==> src/hdl/err_regs_pkg.sv <==
// register map, field positions and reset values of the pcie ecc / lan parity error bank
// assumes a 32-bit axi4-lite register bus with byte addressing
package err_regs_pkg;

  // ****************************************
  // register byte offsets
  // ****************************************
  localparam logic [15:0] ACL01_OFF = 16'h5b7c;
  localparam logic [15:0] ACL23_OFF = 16'h5b80;
  localparam logic [15:0] GPAR_CTL_OFF = 16'h5ba0;
  localparam logic [15:0] ECC_CTL_OFF = 16'h5ba4;
  localparam logic [15:0] ECC_STS_OFF = 16'h5bac;
  localparam logic [15:0] LAN_CTL_OFF = 16'h5f54;
  localparam logic [15:0] LAN_STS_OFF = 16'h5f58;
  localparam logic [15:0] FATAL_IND_OFF = 16'h5f5c;
  localparam logic [15:0] FATAL_MASK_OFF = 16'h1088;
  localparam logic [15:0] IRQ_STS_OFF = 16'h5f60;
  localparam logic [15:0] IRQ_MASK_OFF = 16'h5f64;

  // ****************************************
  // field positions
  // ****************************************
  localparam int GLOBAL_PARITY_ENABLE_BIT = 0;
  localparam int ECC_TXWR_EN_BIT = 12;
  localparam int ECC_RETRY_EN_BIT = 14;
  localparam int ECC_TXWR_ERR_BIT = 4;
  localparam int ECC_RETRY_ERR_BIT = 5;
  localparam int RETX_EN_BIT = 9;
  localparam int RETX_ERR_BIT = 9;
  localparam int FATAL_IND_BIT = 0;
  localparam int FATAL_MASK_BIT = 0;
  localparam int ACL_LO_LSB = 0;
  localparam int ACL_HI_LSB = 16;
  localparam int ACL_W = 16;

  // interrupt status / mask layout
  localparam int IRQ_W = 3;
  localparam int IRQ_TXWR_BIT = 0;
  localparam int IRQ_RETRY_BIT = 1;
  localparam int IRQ_RETX_BIT = 2;

  // ****************************************
  // reset and fixed values
  // ****************************************
  localparam logic [11:0] ECC_CTL_LOW_FIXED = 12'h511;
  localparam logic ECC_EN_RST = 1'b1;
  localparam logic RETX_EN_RST = 1'b1;
  localparam logic GLOBAL_PARITY_ENABLE_RST = 1'b0;
  localparam logic FATAL_MASK_RST = 1'b1;
  localparam logic [IRQ_W-1:0] IRQ_MASK_RST = 3'h0;
  localparam logic [15:0] ACL_RST = 16'h0000;

  // ****************************************
  // bus answers
  // ****************************************
  localparam logic [1:0] RESP_OKAY = 2'h0;
  localparam logic [1:0] RESP_SLVERR = 2'h2;

endpackage : err_regs_pkg

==> src/hdl/sticky_event_flags.sv <==
// bank of sticky event flags, one per bit
// assumes set and clear are single-cycle strobes in the clk domain
`timescale 1ns/1ps
module sticky_event_flags #(
  parameter int W = 3
) (
  // clock and reset
  input wire logic clk,
  input wire logic arst_n,
  input wire logic ce,
  // strobes
  input wire logic [W-1:0] set,
  input wire logic [W-1:0] clr,
  // state
  output logic [W-1:0] flags
);

  // ****************************************
  // per-bit flag
  // ****************************************
  genvar i;
  generate
    for (i = 0; i < W; i++)
    begin : g_flag
      // set beats clear so an event in the clearing cycle survives
      always_ff @(posedge clk or negedge arst_n)
      begin
        if (!arst_n)
          flags[i] <= 1'b0;
        else if (ce)
          flags[i] <= set[i] | (flags[i] & ~clr[i]);
      end
    end
  endgenerate

endmodule : sticky_event_flags

==> src/hdl/pcie_ecc_lan_parity_err_regs.sv <==
// pcie ecc / lan re-transmit parity error control and status bank with axi4-lite slave
// assumes error detectors outside deliver one-cycle strobes in the clk domain
//
// Functional notes
// - tx write-data ram ecc check runs only while ecc control bit 12 set; resets 1
// - retry buffer ram ecc check runs only while ecc control bit 14 set; resets 1
// - tx write-data correctable ecc error sets status bit 4; write one clears
// - retry buffer correctable ecc error sets status bit 5; write one clears
// - four read-only 16-bit access-list words, two per register, low then high
// - access-list words return to zero only on pcie reset
// - re-transmit buffer parity detection only while lan control bit 9 set; resets 1
// - detected re-transmit parity error sets lan status bit 9; write one clears
// - all packet transmission halts while the re-transmit parity status is set
// - re-transmit parity error raises fatal indication and, unless masked, fatal cause
// - fatal cause needs fatal indication mask bit 0 set; mask resets to one
// - global parity enable low disables all parity checks; reset only by lan power-good
//
// The AXI4-Lite register port was chosen for this implementation.
`timescale 1ns/1ps
module pcie_ecc_lan_parity_err_regs #(
  parameter int ADDR_W = 16
) (
  // clock, resets and enable
  input wire logic clk,
  input wire logic arst_n,
  input wire logic pcie_rst_n,
  input wire logic lan_power_good,
  input wire logic ce,
  // axi4-lite write address
  input wire logic awvalid,
  output logic awready,
  input wire logic [ADDR_W-1:0] awaddr,
  input wire logic [2:0] awprot,
  // axi4-lite write data
  input wire logic wvalid,
  output logic wready,
  input wire logic [31:0] wdata,
  input wire logic [3:0] wstrb,
  // axi4-lite write response
  output logic bvalid,
  input wire logic bready,
  output logic [1:0] bresp,
  // axi4-lite read address
  input wire logic arvalid,
  output logic arready,
  input wire logic [ADDR_W-1:0] araddr,
  input wire logic [2:0] arprot,
  // axi4-lite read data
  output logic rvalid,
  input wire logic rready,
  output logic [31:0] rdata,
  output logic [1:0] rresp,
  // access-list word load from the device side
  input wire logic acl_load,
  input wire logic [15:0] access_list_word_0,
  input wire logic [15:0] access_list_word_1,
  input wire logic [15:0] access_list_word_2,
  input wire logic [15:0] access_list_word_3,
  // error strobes from the checkers
  input wire logic txwr_ecc_corr_err,
  input wire logic retry_ecc_corr_err,
  input wire logic retx_parity_err,
  // check enables toward the checkers
  output logic txwr_ecc_check_en,
  output logic retry_ecc_check_en,
  output logic retx_parity_check_en,
  // fatal handling
  output logic tx_halt,
  output logic lan_fatal_parity_indication,
  output logic fatal_error_interrupt_cause,
  // interrupt
  output logic irq
);

  // ****************************************
  // bus state machines
  // ****************************************
  typedef enum logic [1:0] {
    WR_COLLECT = 2'h1,
    WR_RESP = 2'h2
  } wr_state_e;

  typedef enum logic [1:0] {
    RD_IDLE = 2'h1,
    RD_DATA = 2'h2
  } rd_state_e;

  wr_state_e wr_state;
  wr_state_e next_wr_state;
  rd_state_e rd_state;
  rd_state_e next_rd_state;

  logic aw_held;
  logic w_held;
  logic [ADDR_W-1:0] awaddr_q;
  logic [31:0] wdata_q;
  logic [3:0] wstrb_q;

  // ****************************************
  // register state
  // ****************************************
  logic ecc_txwr_en;
  logic ecc_retry_en;
  logic retx_en;
  logic global_parity_enable;
  logic fatal_mask;
  logic [err_regs_pkg::IRQ_W-1:0] irq_mask;
  logic [15:0] acl_word [4];
  logic [2:0] err_flags;
  logic [err_regs_pkg::IRQ_W-1:0] irq_flags;

  // ****************************************
  // handshakes and write decode
  // ****************************************
  wire aw_take = awvalid & awready;
  wire w_take = wvalid & wready;
  wire ar_take = arvalid & arready;
  wire do_write = (wr_state == WR_COLLECT) & aw_held & w_held;
  wire [15:0] wa = 16'(awaddr_q);
  wire [15:0] ra = 16'(araddr);

  wire wr_gpar = do_write & (wa == err_regs_pkg::GPAR_CTL_OFF);
  wire wr_ecc_ctl = do_write & (wa == err_regs_pkg::ECC_CTL_OFF);
  wire wr_ecc_sts = do_write & (wa == err_regs_pkg::ECC_STS_OFF);
  wire wr_lan_ctl = do_write & (wa == err_regs_pkg::LAN_CTL_OFF);
  wire wr_lan_sts = do_write & (wa == err_regs_pkg::LAN_STS_OFF);
  wire wr_fmask = do_write & (wa == err_regs_pkg::FATAL_MASK_OFF);
  wire wr_imask = do_write & (wa == err_regs_pkg::IRQ_MASK_OFF);

  // read-only registers accept writes silently; only unknown offsets are refused
  wire wa_mapped = (wa == err_regs_pkg::ACL01_OFF) | (wa == err_regs_pkg::ACL23_OFF) |
                   (wa == err_regs_pkg::GPAR_CTL_OFF) | (wa == err_regs_pkg::ECC_CTL_OFF) |
                   (wa == err_regs_pkg::ECC_STS_OFF) | (wa == err_regs_pkg::LAN_CTL_OFF) |
                   (wa == err_regs_pkg::LAN_STS_OFF) | (wa == err_regs_pkg::FATAL_IND_OFF) |
                   (wa == err_regs_pkg::FATAL_MASK_OFF) | (wa == err_regs_pkg::IRQ_STS_OFF) |
                   (wa == err_regs_pkg::IRQ_MASK_OFF);

  // byte-lane qualified write bits
  wire lane_en0 = wstrb_q[err_regs_pkg::GLOBAL_PARITY_ENABLE_BIT / 8];
  wire lane_txwr_en = wstrb_q[err_regs_pkg::ECC_TXWR_EN_BIT / 8];
  wire lane_retry_en = wstrb_q[err_regs_pkg::ECC_RETRY_EN_BIT / 8];
  wire lane_retx_en = wstrb_q[err_regs_pkg::RETX_EN_BIT / 8];
  wire lane_ecc_sts = wstrb_q[err_regs_pkg::ECC_TXWR_ERR_BIT / 8];
  wire lane_lan_sts = wstrb_q[err_regs_pkg::RETX_ERR_BIT / 8];

  // ****************************************
  // write channel
  // ****************************************
  always_comb
  begin
    next_wr_state = wr_state;
    case (wr_state)
      WR_COLLECT:
        if (do_write)
          next_wr_state = WR_RESP;
      WR_RESP:
        if (bready)
          next_wr_state = WR_COLLECT;
      default:
        next_wr_state = WR_COLLECT;
    endcase
  end

  always_ff @(posedge clk or negedge arst_n)
  begin
    if (!arst_n)
    begin
      wr_state <= WR_COLLECT;
      awready <= 1'b1;
      wready <= 1'b1;
      aw_held <= 1'b0;
      w_held <= 1'b0;
      bvalid <= 1'b0;
      bresp <= err_regs_pkg::RESP_OKAY;
    end
    else if (ce)
    begin
      wr_state <= next_wr_state;
      if (aw_take)
      begin
        aw_held <= 1'b1;
        awready <= 1'b0;
      end
      if (w_take)
      begin
        w_held <= 1'b1;
        wready <= 1'b0;
      end
      if (do_write)
      begin
        bvalid <= 1'b1;
        bresp <= wa_mapped ? err_regs_pkg::RESP_OKAY : err_regs_pkg::RESP_SLVERR;
      end
      else if (bvalid & bready)
      begin
        bvalid <= 1'b0;
        aw_held <= 1'b0;
        w_held <= 1'b0;
        awready <= 1'b1;
        wready <= 1'b1;
      end
    end
  end

  // payload registers carry no reset; they are only read once held
  always_ff @(posedge clk)
  begin
    if (ce & aw_take)
      awaddr_q <= awaddr;
    if (ce & w_take)
    begin
      wdata_q <= wdata;
      wstrb_q <= wstrb;
    end
  end

  // ****************************************
  // control registers
  // ****************************************
  always_ff @(posedge clk or negedge arst_n)
  begin
    if (!arst_n)
    begin
      ecc_txwr_en <= err_regs_pkg::ECC_EN_RST;
      ecc_retry_en <= err_regs_pkg::ECC_EN_RST;
      retx_en <= err_regs_pkg::RETX_EN_RST;
      fatal_mask <= err_regs_pkg::FATAL_MASK_RST;
      irq_mask <= err_regs_pkg::IRQ_MASK_RST;
    end
    else if (ce)
    begin
      if (wr_ecc_ctl & lane_txwr_en)
        ecc_txwr_en <= wdata_q[err_regs_pkg::ECC_TXWR_EN_BIT];
      if (wr_ecc_ctl & lane_retry_en)
        ecc_retry_en <= wdata_q[err_regs_pkg::ECC_RETRY_EN_BIT];
      if (wr_lan_ctl & lane_retx_en)
        retx_en <= wdata_q[err_regs_pkg::RETX_EN_BIT];
      if (wr_fmask & lane_en0)
        fatal_mask <= wdata_q[err_regs_pkg::FATAL_MASK_BIT];
      if (wr_imask & lane_en0)
        irq_mask <= wdata_q[err_regs_pkg::IRQ_W-1:0];
    end
  end

  // global parity enable lives on the power-good reset so a device reset keeps it
  always_ff @(posedge clk or negedge lan_power_good)
  begin
    if (!lan_power_good)
      global_parity_enable <= err_regs_pkg::GLOBAL_PARITY_ENABLE_RST;
    else if (ce & wr_gpar & lane_en0)
      global_parity_enable <= wdata_q[err_regs_pkg::GLOBAL_PARITY_ENABLE_BIT];
  end

  // ****************************************
  // access-list words
  // ****************************************
  wire [15:0] acl_in [4];
  assign acl_in[0] = access_list_word_0;
  assign acl_in[1] = access_list_word_1;
  assign acl_in[2] = access_list_word_2;
  assign acl_in[3] = access_list_word_3;

  genvar g;
  generate
    for (g = 0; g < 4; g++)
    begin : g_acl
      always_ff @(posedge clk or negedge pcie_rst_n)
      begin
        if (!pcie_rst_n)
          acl_word[g] <= err_regs_pkg::ACL_RST;
        else if (ce & acl_load)
          acl_word[g] <= acl_in[g];
      end
    end
  endgenerate

  // ****************************************
  // error events and status flags
  // ****************************************
  // correctable errors log and can raise irq; no stall or halt is derived from them
  wire ev_txwr = txwr_ecc_corr_err & ecc_txwr_en;
  wire ev_retry = retry_ecc_corr_err & ecc_retry_en;
  wire ev_retx = retx_parity_err & retx_en & global_parity_enable;

  wire [2:0] err_set = {ev_retx, ev_retry, ev_txwr};
  wire clr_txwr = wr_ecc_sts & lane_ecc_sts & wdata_q[err_regs_pkg::ECC_TXWR_ERR_BIT];
  wire clr_retry = wr_ecc_sts & lane_ecc_sts & wdata_q[err_regs_pkg::ECC_RETRY_ERR_BIT];
  wire clr_retx = wr_lan_sts & lane_lan_sts & wdata_q[err_regs_pkg::RETX_ERR_BIT];
  wire [2:0] err_clr = {clr_retx, clr_retry, clr_txwr};

  sticky_event_flags #(
    .W(3)
  ) u_err_flags (
    .clk(clk),
    .arst_n(arst_n),
    .ce(ce),
    .set(err_set),
    .clr(err_clr),
    .flags(err_flags)
  );

  wire txwr_flag = err_flags[0];
  wire retry_flag = err_flags[1];
  wire retx_flag = err_flags[2];

  // interrupt status is cleared by reading it
  wire rd_irq_sts = ar_take & (ra == err_regs_pkg::IRQ_STS_OFF);
  wire [err_regs_pkg::IRQ_W-1:0] irq_set = err_set;
  wire [err_regs_pkg::IRQ_W-1:0] irq_clr = {err_regs_pkg::IRQ_W{rd_irq_sts}};

  sticky_event_flags #(
    .W(err_regs_pkg::IRQ_W)
  ) u_irq_flags (
    .clk(clk),
    .arst_n(arst_n),
    .ce(ce),
    .set(irq_set),
    .clr(irq_clr),
    .flags(irq_flags)
  );

  // ****************************************
  // outputs toward the datapath
  // ****************************************
  // one cycle behind the enable registers and flags; keeps every output on a flop
  always_ff @(posedge clk or negedge arst_n)
  begin
    if (!arst_n)
    begin
      txwr_ecc_check_en <= 1'b0;
      retry_ecc_check_en <= 1'b0;
      retx_parity_check_en <= 1'b0;
      tx_halt <= 1'b0;
      lan_fatal_parity_indication <= 1'b0;
      fatal_error_interrupt_cause <= 1'b0;
      irq <= 1'b0;
    end
    else if (ce)
    begin
      txwr_ecc_check_en <= ecc_txwr_en;
      retry_ecc_check_en <= ecc_retry_en;
      retx_parity_check_en <= retx_en & global_parity_enable;
      tx_halt <= retx_flag;
      lan_fatal_parity_indication <= retx_flag;
      fatal_error_interrupt_cause <= retx_flag & fatal_mask;
      irq <= |(irq_flags & irq_mask);
    end
  end

  // ****************************************
  // read channel
  // ****************************************
  wire [31:0] rd_acl01 = {acl_word[1], acl_word[0]};
  wire [31:0] rd_acl23 = {acl_word[3], acl_word[2]};
  wire [31:0] rd_gpar = 32'(global_parity_enable) << err_regs_pkg::GLOBAL_PARITY_ENABLE_BIT;
  wire [31:0] rd_ecc_ctl = (32'(ecc_txwr_en) << err_regs_pkg::ECC_TXWR_EN_BIT) |
                           (32'(ecc_retry_en) << err_regs_pkg::ECC_RETRY_EN_BIT) |
                           32'(err_regs_pkg::ECC_CTL_LOW_FIXED);
  wire [31:0] rd_ecc_sts = (32'(txwr_flag) << err_regs_pkg::ECC_TXWR_ERR_BIT) |
                           (32'(retry_flag) << err_regs_pkg::ECC_RETRY_ERR_BIT);
  wire [31:0] rd_lan_ctl = 32'(retx_en) << err_regs_pkg::RETX_EN_BIT;
  wire [31:0] rd_lan_sts = 32'(retx_flag) << err_regs_pkg::RETX_ERR_BIT;
  wire [31:0] rd_find = 32'(retx_flag) << err_regs_pkg::FATAL_IND_BIT;
  wire [31:0] rd_fmask = 32'(fatal_mask) << err_regs_pkg::FATAL_MASK_BIT;
  wire [31:0] rd_ists = 32'(irq_flags);
  wire [31:0] rd_imask = 32'(irq_mask);

  logic [31:0] rd_value;
  logic rd_hit;

  always_comb
  begin
    rd_value = 32'h0000_0000;
    rd_hit = 1'b1;
    if (ra == err_regs_pkg::ACL01_OFF)
      rd_value = rd_acl01;
    else if (ra == err_regs_pkg::ACL23_OFF)
      rd_value = rd_acl23;
    else if (ra == err_regs_pkg::GPAR_CTL_OFF)
      rd_value = rd_gpar;
    else if (ra == err_regs_pkg::ECC_CTL_OFF)
      rd_value = rd_ecc_ctl;
    else if (ra == err_regs_pkg::ECC_STS_OFF)
      rd_value = rd_ecc_sts;
    else if (ra == err_regs_pkg::LAN_CTL_OFF)
      rd_value = rd_lan_ctl;
    else if (ra == err_regs_pkg::LAN_STS_OFF)
      rd_value = rd_lan_sts;
    else if (ra == err_regs_pkg::FATAL_IND_OFF)
      rd_value = rd_find;
    else if (ra == err_regs_pkg::FATAL_MASK_OFF)
      rd_value = rd_fmask;
    else if (ra == err_regs_pkg::IRQ_STS_OFF)
      rd_value = rd_ists;
    else if (ra == err_regs_pkg::IRQ_MASK_OFF)
      rd_value = rd_imask;
    else
      rd_hit = 1'b0;
  end

  always_comb
  begin
    next_rd_state = rd_state;
    case (rd_state)
      RD_IDLE:
        if (ar_take)
          next_rd_state = RD_DATA;
      RD_DATA:
        if (rready)
          next_rd_state = RD_IDLE;
      default:
        next_rd_state = RD_IDLE;
    endcase
  end

  always_ff @(posedge clk or negedge arst_n)
  begin
    if (!arst_n)
    begin
      rd_state <= RD_IDLE;
      arready <= 1'b1;
      rvalid <= 1'b0;
      rdata <= 32'h0000_0000;
      rresp <= err_regs_pkg::RESP_OKAY;
    end
    else if (ce)
    begin
      rd_state <= next_rd_state;
      if (ar_take)
      begin
        arready <= 1'b0;
        rvalid <= 1'b1;
        rdata <= rd_value;
        rresp <= rd_hit ? err_regs_pkg::RESP_OKAY : err_regs_pkg::RESP_SLVERR;
      end
      else if (rvalid & rready)
      begin
        rvalid <= 1'b0;
        arready <= 1'b1;
      end
    end
  end

endmodule : pcie_ecc_lan_parity_err_regs

==> config.mk <==
export PLATFORM = sky130hd
export DESIGN_NAME = pcie_ecc_lan_parity_err_regs
export DESIGN_NICKNAME = d
export VERILOG_FILES = /design/src/hdl/err_regs_pkg.sv /design/src/hdl/sticky_event_flags.sv /design/src/hdl/pcie_ecc_lan_parity_err_regs.sv
export SDC_FILE = /design/constraint.sdc
export NUM_CORES = 1
export LEC_CHECK = 0
export BUFFER_PORTS_ARGS = -buffer_cell sky130_fd_sc_hd__buf_4
export CORE_MARGIN = 2
export CORE_UTILIZATION = 57
export CTS_BUF_LIST = sky130_fd_sc_hd__clkbuf_2 sky130_fd_sc_hd__clkbuf_4 sky130_fd_sc_hd__clkbuf_8
export CTS_CLUSTER_SIZE = 40
export DETAILED_ROUTE_END_ITERATION = 6
export GPL_ROUTABILITY_DRIVEN = 0
export GPL_TIMING_DRIVEN = 1
export PLACE_DENSITY = 0.84
export SETUP_SLACK_MARGIN = 0.4
export SLEW_MARGIN = 25
export SYNTH_ARGS = -nofsm -noshare
export SYNTH_HDL_FRONTEND = slang
export SYNTH_HIERARCHICAL = 1
export SYNTH_SLANG_ARGS = --single-unit
==> constraint.sdc <==
create_clock -name clk -period 3.5 [get_ports clk]
set_clock_uncertainty 0.1 [all_clocks]
set_input_delay 0.7 -clock clk [delete_from_list [all_inputs] [get_ports clk]]
set_output_delay 0.7 -clock clk [all_outputs]
set_load 0.1 [all_outputs]
# After elaboration in Yosys (flattened, before gate mapping)
# Cells that the tools add are included.
totals:
  register_bits: 162
  mem_bits_ro: 0
  n_memories: 0
  inputBits: 152
  latch_bits: 0
  mem_bits_rw: 0
  wordCells: 183
op_classes:
  n_reduce_logical: 12
  n_shift: 0
  div_mod_pow: 0
  eq_ne: 26
  magnitude_cmp: 0
  mux: 45
  bitwise: 64
  mul: 0
  n_addsub: 0
op_table:
  columns: ["operator", "count"]
  rows:
  - ["$eq 16x15->1 const B", 20]
  - ["$mux 32", 2]
  - ["$and 1x1->1", 41]
  - ["$eq 16x13->1 const B", 2]
  - ["$mux 10", 3]
  - ["$mux 15", 2]
  - ["$mux 1", 29]
  - ["$or 1x1->1", 16]
  - ["$reduce_and 2->1", 8]
  - ["$or 13x15->15", 1]
  - ["$mux 3", 4]
  - ["$mux 2", 4]
  - ["$or 5x6->6", 1]
  - ["$ne 2x2->1 const B", 2]
  - ["$not 1->1", 4]
  - ["$pmux 2 s2", 1]
  - ["$reduce_bool 2->1", 2]
  - ["$and 3x3->3", 1]
  - ["$reduce_and 3->1", 1]
  - ["$reduce_or 3->1", 1]
  - ["$eq 2x1->1 const B", 1]
  - ["$eq 2x2->1 const B", 1]

# Longest topological paths before layout
# Gate-level depths: netlist (run 1).
depth:
  ltp_word: 13
  depth_mapped: 7
  ltp_nobuf: 6

# Modules after synthesis
# Netlist (run 1), hierarchy kept.
modules_own_cells:
  columns: ["mod", "area_per_inst_um2", "cells_per_inst", "seq_area_each_um2", "n_inst"]
  rows:
  - ["pcie_ecc_lan_parity_err_regs", 6297.3, 498, 3818.7, 1]
  - ["sticky_event_flags", 112.6, 9, 75.1, 2]

# Least setup slack after synthesis (run 1)
# OpenSTA, ideal clock, no wires.
synth_path:
  path_kind: "input -> register"
  startpoint: "input port araddr[9]"
  endpoint: "register u_irq_flags.flags[0]"
  path_slack_ns: 1.101
  n_path_buf: 0
  arrival_ns: 2.177
  required_ns: 3.279
  cell_stages: 6
  cell_sequence: "nand4_1 > nor2_1 > nor4b_1 > and4b_1 > nand2_1 > a22o_1"
synth_via:
  elab_chain_len: 5
synth_lines:
  columns: ["item", "line_no", "text"]
  rows:
  - ["start, declared", "pcie_ecc_lan_parity_err_regs.sv:46", "input wire logic [ADDR_W-1:0] araddr,"]
  - ["$eq 16x15->1", "pcie_ecc_lan_parity_err_regs.sv:307", "wire rd_irq_sts = ar_take & (ra == err_regs_pkg::IRQ_STS_OFF);"]
  - ["$and 1x1->1", "pcie_ecc_lan_parity_err_regs.sv:307", null]
  - ["named net rd_irq_sts", "pcie_ecc_lan_parity_err_regs.sv:307", null]
  - ["$not 1->1", "sticky_event_flags.sv:31", "flags[i] <= set[i] | (flags[i] & ~clr[i]);"]
  - ["$and 1x1->1", "sticky_event_flags.sv:31", null]
  - ["$or 1x1->1", "sticky_event_flags.sv:31", null]
  - ["end signal, assigned by index", "sticky_event_flags.sv:31", null]
  - ["end, declared", "sticky_event_flags.sv:15", "output logic [W-1:0] flags"]
# The timed path passes the listed nets, and every way through them passes these cells.
# A chain may end at the register's enable or synchronous reset.

# Worst setup path in the final report (run 1)
layout_path:
  startpoint: "input port araddr[9]"
  endpoint: "register u_irq_flags.flags[2]"
# Same word-level chain as after synthesis.

==> metrics.md, run 1 <==
| Metric | Value |
|---|---|
| Outcome | `finished clean` |
| Reg area | `3970 sq um` |
| Clock Path Buffers | `2` |
| Starting Density | `57.9%` |
| H-Tree Depth | `4` |
| Die X | `111 um` |
| Core footprint | `11300 sq um` |
| Worst skew pair latency | `440 ps` |
| Wirelength, routed | `15300 um` |
| CP max stage delay | `520 ps` |
| Row count | `39` |
| Hold crit path type | `input port to async pin` |
| Pint | `2970 uW` |
| Cell variety after synth | `51` |
| Synth async-reset ratio | `83.0%` |
| RSZ-0062 raised after global routing | `no` |
| Logic pwr share | `8.4%` |
| Global-route wire length before repair | `25300 um` |
| NumNets Final | `832` |
| Buffers & Inverters on Critical Path | `1` |
| Post-synth EDFFs | `26` |
| Slew @ Worst Pin | `827 ps` |
| Period minus WS final | `2490 ps` |
| Final Hold Viols | `0` |
| GRT Util Overall | `26.2%` |
| DRC | `0` |
| Avg Synthesized Cell Area | `12.6 sq um` |
| Post-layout power | `3810 uW` |
| DR vias/cell | `5.85` |
| Most used DFF post-synth | `dfrtp_1` |
| Multi-input gate area | `2410 sq um` |
| CTS buffer count | `17` |
| Worst-path fanout max | `10` |
| CTS resizes | `0` |
| Worst vdd ir | `0.403 mV` |
| Largest net degree at the start of global routing | `65` |
| Register area share after synthesis | `60.8%` |
| TritonCTS Sinks | `153` |
| Initial antenna violation count | `0` |
| Fillers | `708` |
| Worst path slowest cell | `nor4b_1` |
| Post-route ant nets | `0` |
| Via count | `4893` |
| Slew headroom | `44.9%` |
| Worst Setup End Kind | `flip-flop` |
| Critical path data arrival time | `2720 ps` |
| Port Buffers | `165` |
| Endpoints failing setup | `0` |
| Critical path class | `input port to flip-flop` |
| Clock power frac | `39.7%` |
| P&R area growth vs syn | `28.0%` |
| Leakage | `0.00369 uW` |
| Non-filler cells, final | `837` |
| Root Buffer | `clkbuf_8` |
| Sequential Power Share | `51.9%` |
| Die Footprint | `12300 sq um` |
| Sw frac | `22.1%` |
| Maxcap violations | `0` |
| Net Switching | `841 uW` |
| Power Dens Cells | `456 nW/um^2` |
| Final Core Density | `74.1%` |
| Sum of negative setup slack | `0 ps` |
| Startpoint Class | `input port` |
| Top delay family on crit path | `simple AND/OR/NAND/NOR gates` |
| Setup Fix Bufs, Post-CTS | `0` |
| Total gr overflow | `0` |
| Proportion of layout cells with a drive suffix above 1 | `42.6%` |
| Initial DRC Count | `348` |
| Period utilization | `71.1%` |
| Vias in the first global route | `5109` |
| Post-Syn Area | `6520 sq um` |
| Synthesis-stage register bit count | `153` |
| Post-Syn Instances | `516` |
| # hold bufs at CTS | `1` |
| Synth warn | `6` |
| Pins Over Slew Limit | `0` |
| WL/cell | `18.3 um` |
| F_max | `402 MHz` |
| Crit path cell chain | `buf_4, nand4_1, nor2_1, nor4b_1, and4b_1, nand2_1, a22o_1` |
| Post-DP HPWL | `10800 um` |
| Cell Count Post-Placement | `803` |
| WP data required | `3730 ps` |
| Top Ports | `200` |
| First drt pass iteration count | `7` |
| CTS tree | `built` |
| Die span in y | `111 um` |
| Fin Hold WS | `249 ps` |
| Clock transition at path regs | `80 ps` |
[synthesized netlist by cell type (all sizes together) (6+ instances only)]
master / n / area (sq um)
and3: 7 / 43.8
inv: 6 / 22.5
nand2: 56 / 210
buf: 10 / 67.6
nor4: 13 / 126
and2: 7 / 46.3
clkbuf: 18 / 67.6
o21ai: 36 / 180
a22oi: 18 / 135
mux2: 77 / 867
a22o: 7 / 61.3
nand3: 10 / 50.1
nor2: 23 / 86.3
a221oi: 7 / 61.3
dfrtp: 119 / 2980
a222oi: 6 / 60.1
dfstp: 8 / 210
edfxtp: 26 / 781
[power groups by stage]
stage               Combinational (uW)  Clock [uW]  Sequential, uW
global route                       347        1620            1990
floorplan                          151           0            2000
global placement                   303           0            2000
finish                             318        1510            1980
CTS                                323        1540            1980
detailed placement                 320           0            2010
[layout make-up]
| class | instances | area share (%) |
|---|---|---|
| Antenna cell | 1 | 0.0300 |
| Clock buffer | 18 | 2.89 |
| Clock inverter | 14 | 2.65 |
| Inverter | 6 | 0.270 |
| Multi-Input combinational cell | 330 | 28.8 |
| Sequential cell | 153 | 47.5 |
| Tap cell | 143 | 2.14 |
| Timing Repair Buffer | 172 | 15.6 |
[cells in the final DEF (no fill, tap or decap), types with 17 or more instances in the layout]
cell        n
buf_4     170
edfxtp_1   26
dfrtp_1   119
a22oi_1    18
clkbuf_8   17
mux2_2     77
o21ai_1    26
nand2_1    55
nor2_1     23
[per-stage QoR]
step / setup slack [ps] / instance area (sq um)
global placement: 681 / 7870
floorplan: 1100 / 6530
finish: 1010 / 8350
CTS: 993 / 8350
detailed placement: 510 / 7870
global route: 875 / 8350
[layer usage]
| layer | routed length [um] | GRT usage (%) | vias up |
|---|---|---|---|
| met4 | 584 | 12.1 | 0 |
| met1 | 6010 | 31.9 | 2394 |
| li1 | - | - | 2253 |
| met3 | 1030 | 6.62 | 49 |
| met2 | 7700 | 44.3 | 197 |
| met5 | 0 | 0 | - |
[path summary, 6_finish.rpt]
kind,endpoint,slack (ps),start,cells past startpoint
setup / recovery,u_irq_flags/flags[2],1010,araddr[9],7
hold / removal,acl_word[12],250,pcie_rst_n,1
setup reg to reg,u_err_flags/flags[0],1140,awaddr_q[10],6
hold reg to reg,ecc_txwr_en,390,wdata_q[12],1
max in group asynchronous,bresp[1],2510,arst_n,1
min in group clk,wdata_q[5],330,wdata[5],1
[state kept, by name, summed over array words and instances, names as in the netlist, 2 cells and up]
signal / count
u_irq_flags/flags: 3
wstrb_q: 2
wdata_q: 8
awaddr_q: 16
irq_mask: 3
rdata: 32
acl_word: 64
u_err_flags/flags: 3
wr_state: 2
[logic make-up (layout without fill, tap and decap cells)]
kind of cell / Yosys count / in the layout / synth area share [%]
other cells: 1 / 3 / 0.0575
mux: 79 / 79 / 13.6
flops: 153 / 153 / 60.8
simple gates: 152 / 152 / 12.9
compound gates: 97 / 97 / 10.2
buf+inv: 34 / 210 / 2.42
(Power assumes the default switching activity.)
==> inputs of run 2 (changes only) <==
- CORE_UTILIZATION: 57 -> 53
- PLACE_DENSITY: 0.84 -> 0.79
- clock period: 3.5 -> 2.3 ns (I/O delays scaled with it)
==> metrics.md, run 2 (synthesis gave the netlist of run 1 again) <==
| Metric | Value |
|---|---|
| Clock Path Buffers | `2 (unchanged)` |
| Top Ports | `200 (unchanged)` |
| GRT Util Overall | `24.9% (was 26.2%)` |
| Fillers | `853 (was 708)` |
| Slew headroom | `44.3% (was 44.9%)` |
| Pins Over Slew Limit | `0 (unchanged)` |
| RSZ-0062 raised after global routing | `yes (was no)` |
| Core footprint | `12000 sq um (was 11300 sq um)` |
| Final Core Density | `71.3% (was 74.1%)` |
| Fin Hold WS | `-1.46 ps (was 249 ps)` |
| Critical path class | `flip-flop to primary output (was input port to flip-flop)` |
| Period minus WS final | `1850 ps` |
| Wirelength, routed | `15700 um (was 15300 um)` |
| Worst-path fanout max | `3 (was 10)` |
| Crit path cell chain | `buf_4 (was buf_4, nand4_1, nor2_1, nor4b_1, and4b_1, nand2_1, a22o_1)` |
| Cell area after layout | `8560 sq um (was 8350 sq um)` |
| Clock power frac | `35.8% (was 39.7%)` |
| Final Hold Viols | `6 (was 0)` |
| WP data required | `1740 ps (was 3730 ps)` |
| Largest registers | `acl_word (64), rdata (32), awaddr_q (16) (unchanged)` |
| CTS buffer count | `17 (unchanged)` |
| Initial DRC Count | `415 (was 348)` |
| Sum of negative setup slack | `0 ps (unchanged)` |
| NumNets Final | `848 (was 832)` |
| Commonest cells after routing, fill and taps aside | `180 x buf_4, 119 x dfrtp_1, 77 x mux2_2, 55 x nand2_1, 29 x o21ai_1 (was 170 x buf_4, 119 x dfrtp_1, 77 x mux2_2, 55 x nand2_1)` |
| Pint | `4190 uW (was 2970 uW)` |
| Die X | `115 um (was 111 um)` |
| Failing checks | `hold timing` |
| Endpoints failing setup | `0 (unchanged)` |
| Placed Area | `8070 sq um (was 7870 sq um)` |
| Power Dens Cells | `638 nW/um^2 (was 456 nW/um^2)` |
| CTS tree | `built (unchanged)` |
| Post-DP HPWL | `11200 um (was 10800 um)` |
| P&R area growth vs syn | `31.2% (was 28.0%)` |
| DR vias/cell | `5.79 (was 5.85)` |
| Worst path slowest cell | `dfstp_2 (was nor4b_1)` |
| Via count | `4959 (was 4893)` |
| Global-route wire length before repair | `24800 um (was 25300 um)` |
| Post-layout power | `5470 uW (was 3810 uW)` |
| H-Tree Depth | `4 (unchanged)` |
| Antenna diodes | `0 (was 1)` |
| Critical path data arrival time | `1290 ps (was 2720 ps)` |
| Starting Density | `54.3% (was 57.9%)` |
| Maxcap violations | `0 (unchanged)` |
| Total gr overflow | `0 (unchanged)` |
| First drt pass iteration count | `5 (was 7)` |
| CP max stage delay | `550 ps (was 520 ps)` |
| TritonCTS Sinks | `153 (unchanged)` |
| Vias in the first global route | `4940 (was 5109)` |
| WL/cell | `18.4 um (was 18.3 um)` |
| Die Footprint | `13200 sq um (was 12300 sq um)` |
| Proportion of layout cells with a drive suffix above 1 | `46.7% (was 42.6%)` |
| DRC | `0 (unchanged)` |
| Logic pwr share | `9.0% (was 8.4%)` |
| Root Buffer | `clkbuf_8 (unchanged)` |
| Sequential Power Share | `55.2% (was 51.9%)` |
| Largest net degree at the start of global routing | `65 (unchanged)` |
| Slew @ Worst Pin | `835 ps (was 827 ps)` |
| Post-route ant nets | `0 (unchanged)` |
| Worst Setup End Kind | `primary output (was flip-flop)` |
| Hold crit path type | `input port to async pin (unchanged)` |
| Worst vdd ir | `0.421 mV (was 0.403 mV)` |
| Buffers & Inverters on Critical Path | `1 (unchanged)` |
| F_max | `541 MHz` |
| Die span in y | `115 um (was 111 um)` |
| Outcome | `finished, violations left (was finished clean)` |
| Worst skew pair latency | `450 ps (was 440 ps)` |
| Row count | `40 (was 39)` |
| Initial antenna violation count | `0 (unchanged)` |
| Sw frac | `23.4% (was 22.1%)` |
| Startpoint Class | `flip-flop (was input port)` |
| Max reg flops | `64 (unchanged)` |
| Period utilization | `80.3%` |
| Clock transition at path regs | `90 ps (was 80 ps)` |
| Top delay family on crit path | `flip-flops (was simple AND/OR/NAND/NOR gates)` |
| Port Buffers | `165 (unchanged)` |
| Net Switching | `1280 uW (was 841 uW)` |
| Commonest non-fill, non-tap cell in the layout | `buf_4 (unchanged)` |
| Leakage | `0.00379 uW (was 0.00369 uW)` |
| Largest Register | `acl_word (unchanged)` |
[run 2: cell types whose count changed in the layout (fill, tap and decap cells not counted), sizes merged]
| cell | change |
|---|---|
| buf | +15 |
| bufinv | -3 |
| clkinvlp | +2 |
| clkbuf | +1 |
| diode | -1 |
| dlygate4sd3 | +1 |
[run 2: layer usage]
layer  up-vias  global-route usage [%]  routed length, um
met3        39                    6.43               1050
li1       2282                       -                  -
met2       202                    40.0               7760
met4         0                    10.8                414
met1      2436                    32.2               6520
met5         -                       0                  0
[run 2: power groups by stage]
stage	combinational, uW	clock [uW]	sequential (uW)
floorplan	231	0	3050
global placement	473	0	3050
detailed placement	495	0	3070
CTS	499	1990	3010
global route	536	2110	3040
finish	493	1960	3020
[run 2: layout make-up]
type                            count  area (sq um)  area share [%]
Sequential cell                   153          3970            46.4
Clock inverter                     13           128            1.49
Clock buffer                       19           249            2.91
Multi-Input combinational cell    330          2530            29.6
Inverter                            6          22.5           0.263
Timing Repair Buffer              188          1470            17.2
Tap cell                          147           184            2.15
[run 2: worst paths after layout]
path                              from      endpoint  slack, ps  depth (start not counted)
max                            awready       awready        450                          1
min                         pcie_rst_n  acl_word[15]         -1                          1
max reg2reg                awaddr_q[9]    fatal_mask        460                          5
min reg2reg                wdata_q[12]   ecc_txwr_en        390                          1
max in group asynchronous       arst_n   wr_state[0]       1080                          3
min in group clk              wstrb[0]    wstrb_q[0]         80                          1
[run 2: timing repair]
action                     in CTS  in global routing
pin swaps                       4                  3
hold endpoints to repair       29                  0
hold buffers                    2                  0
setup buffers                   3                  1
setup endpoints to repair      10                 10
gates resized for setup         8                  8
[run 2: stage by stage]
step / instances / setup WS [ps]
finish: 856 / 452
global route: 856 / 372
CTS: 855 / 413
detailed placement: 818 / 70.2
global placement: 818 / 90.7
floorplan: 517 / 254
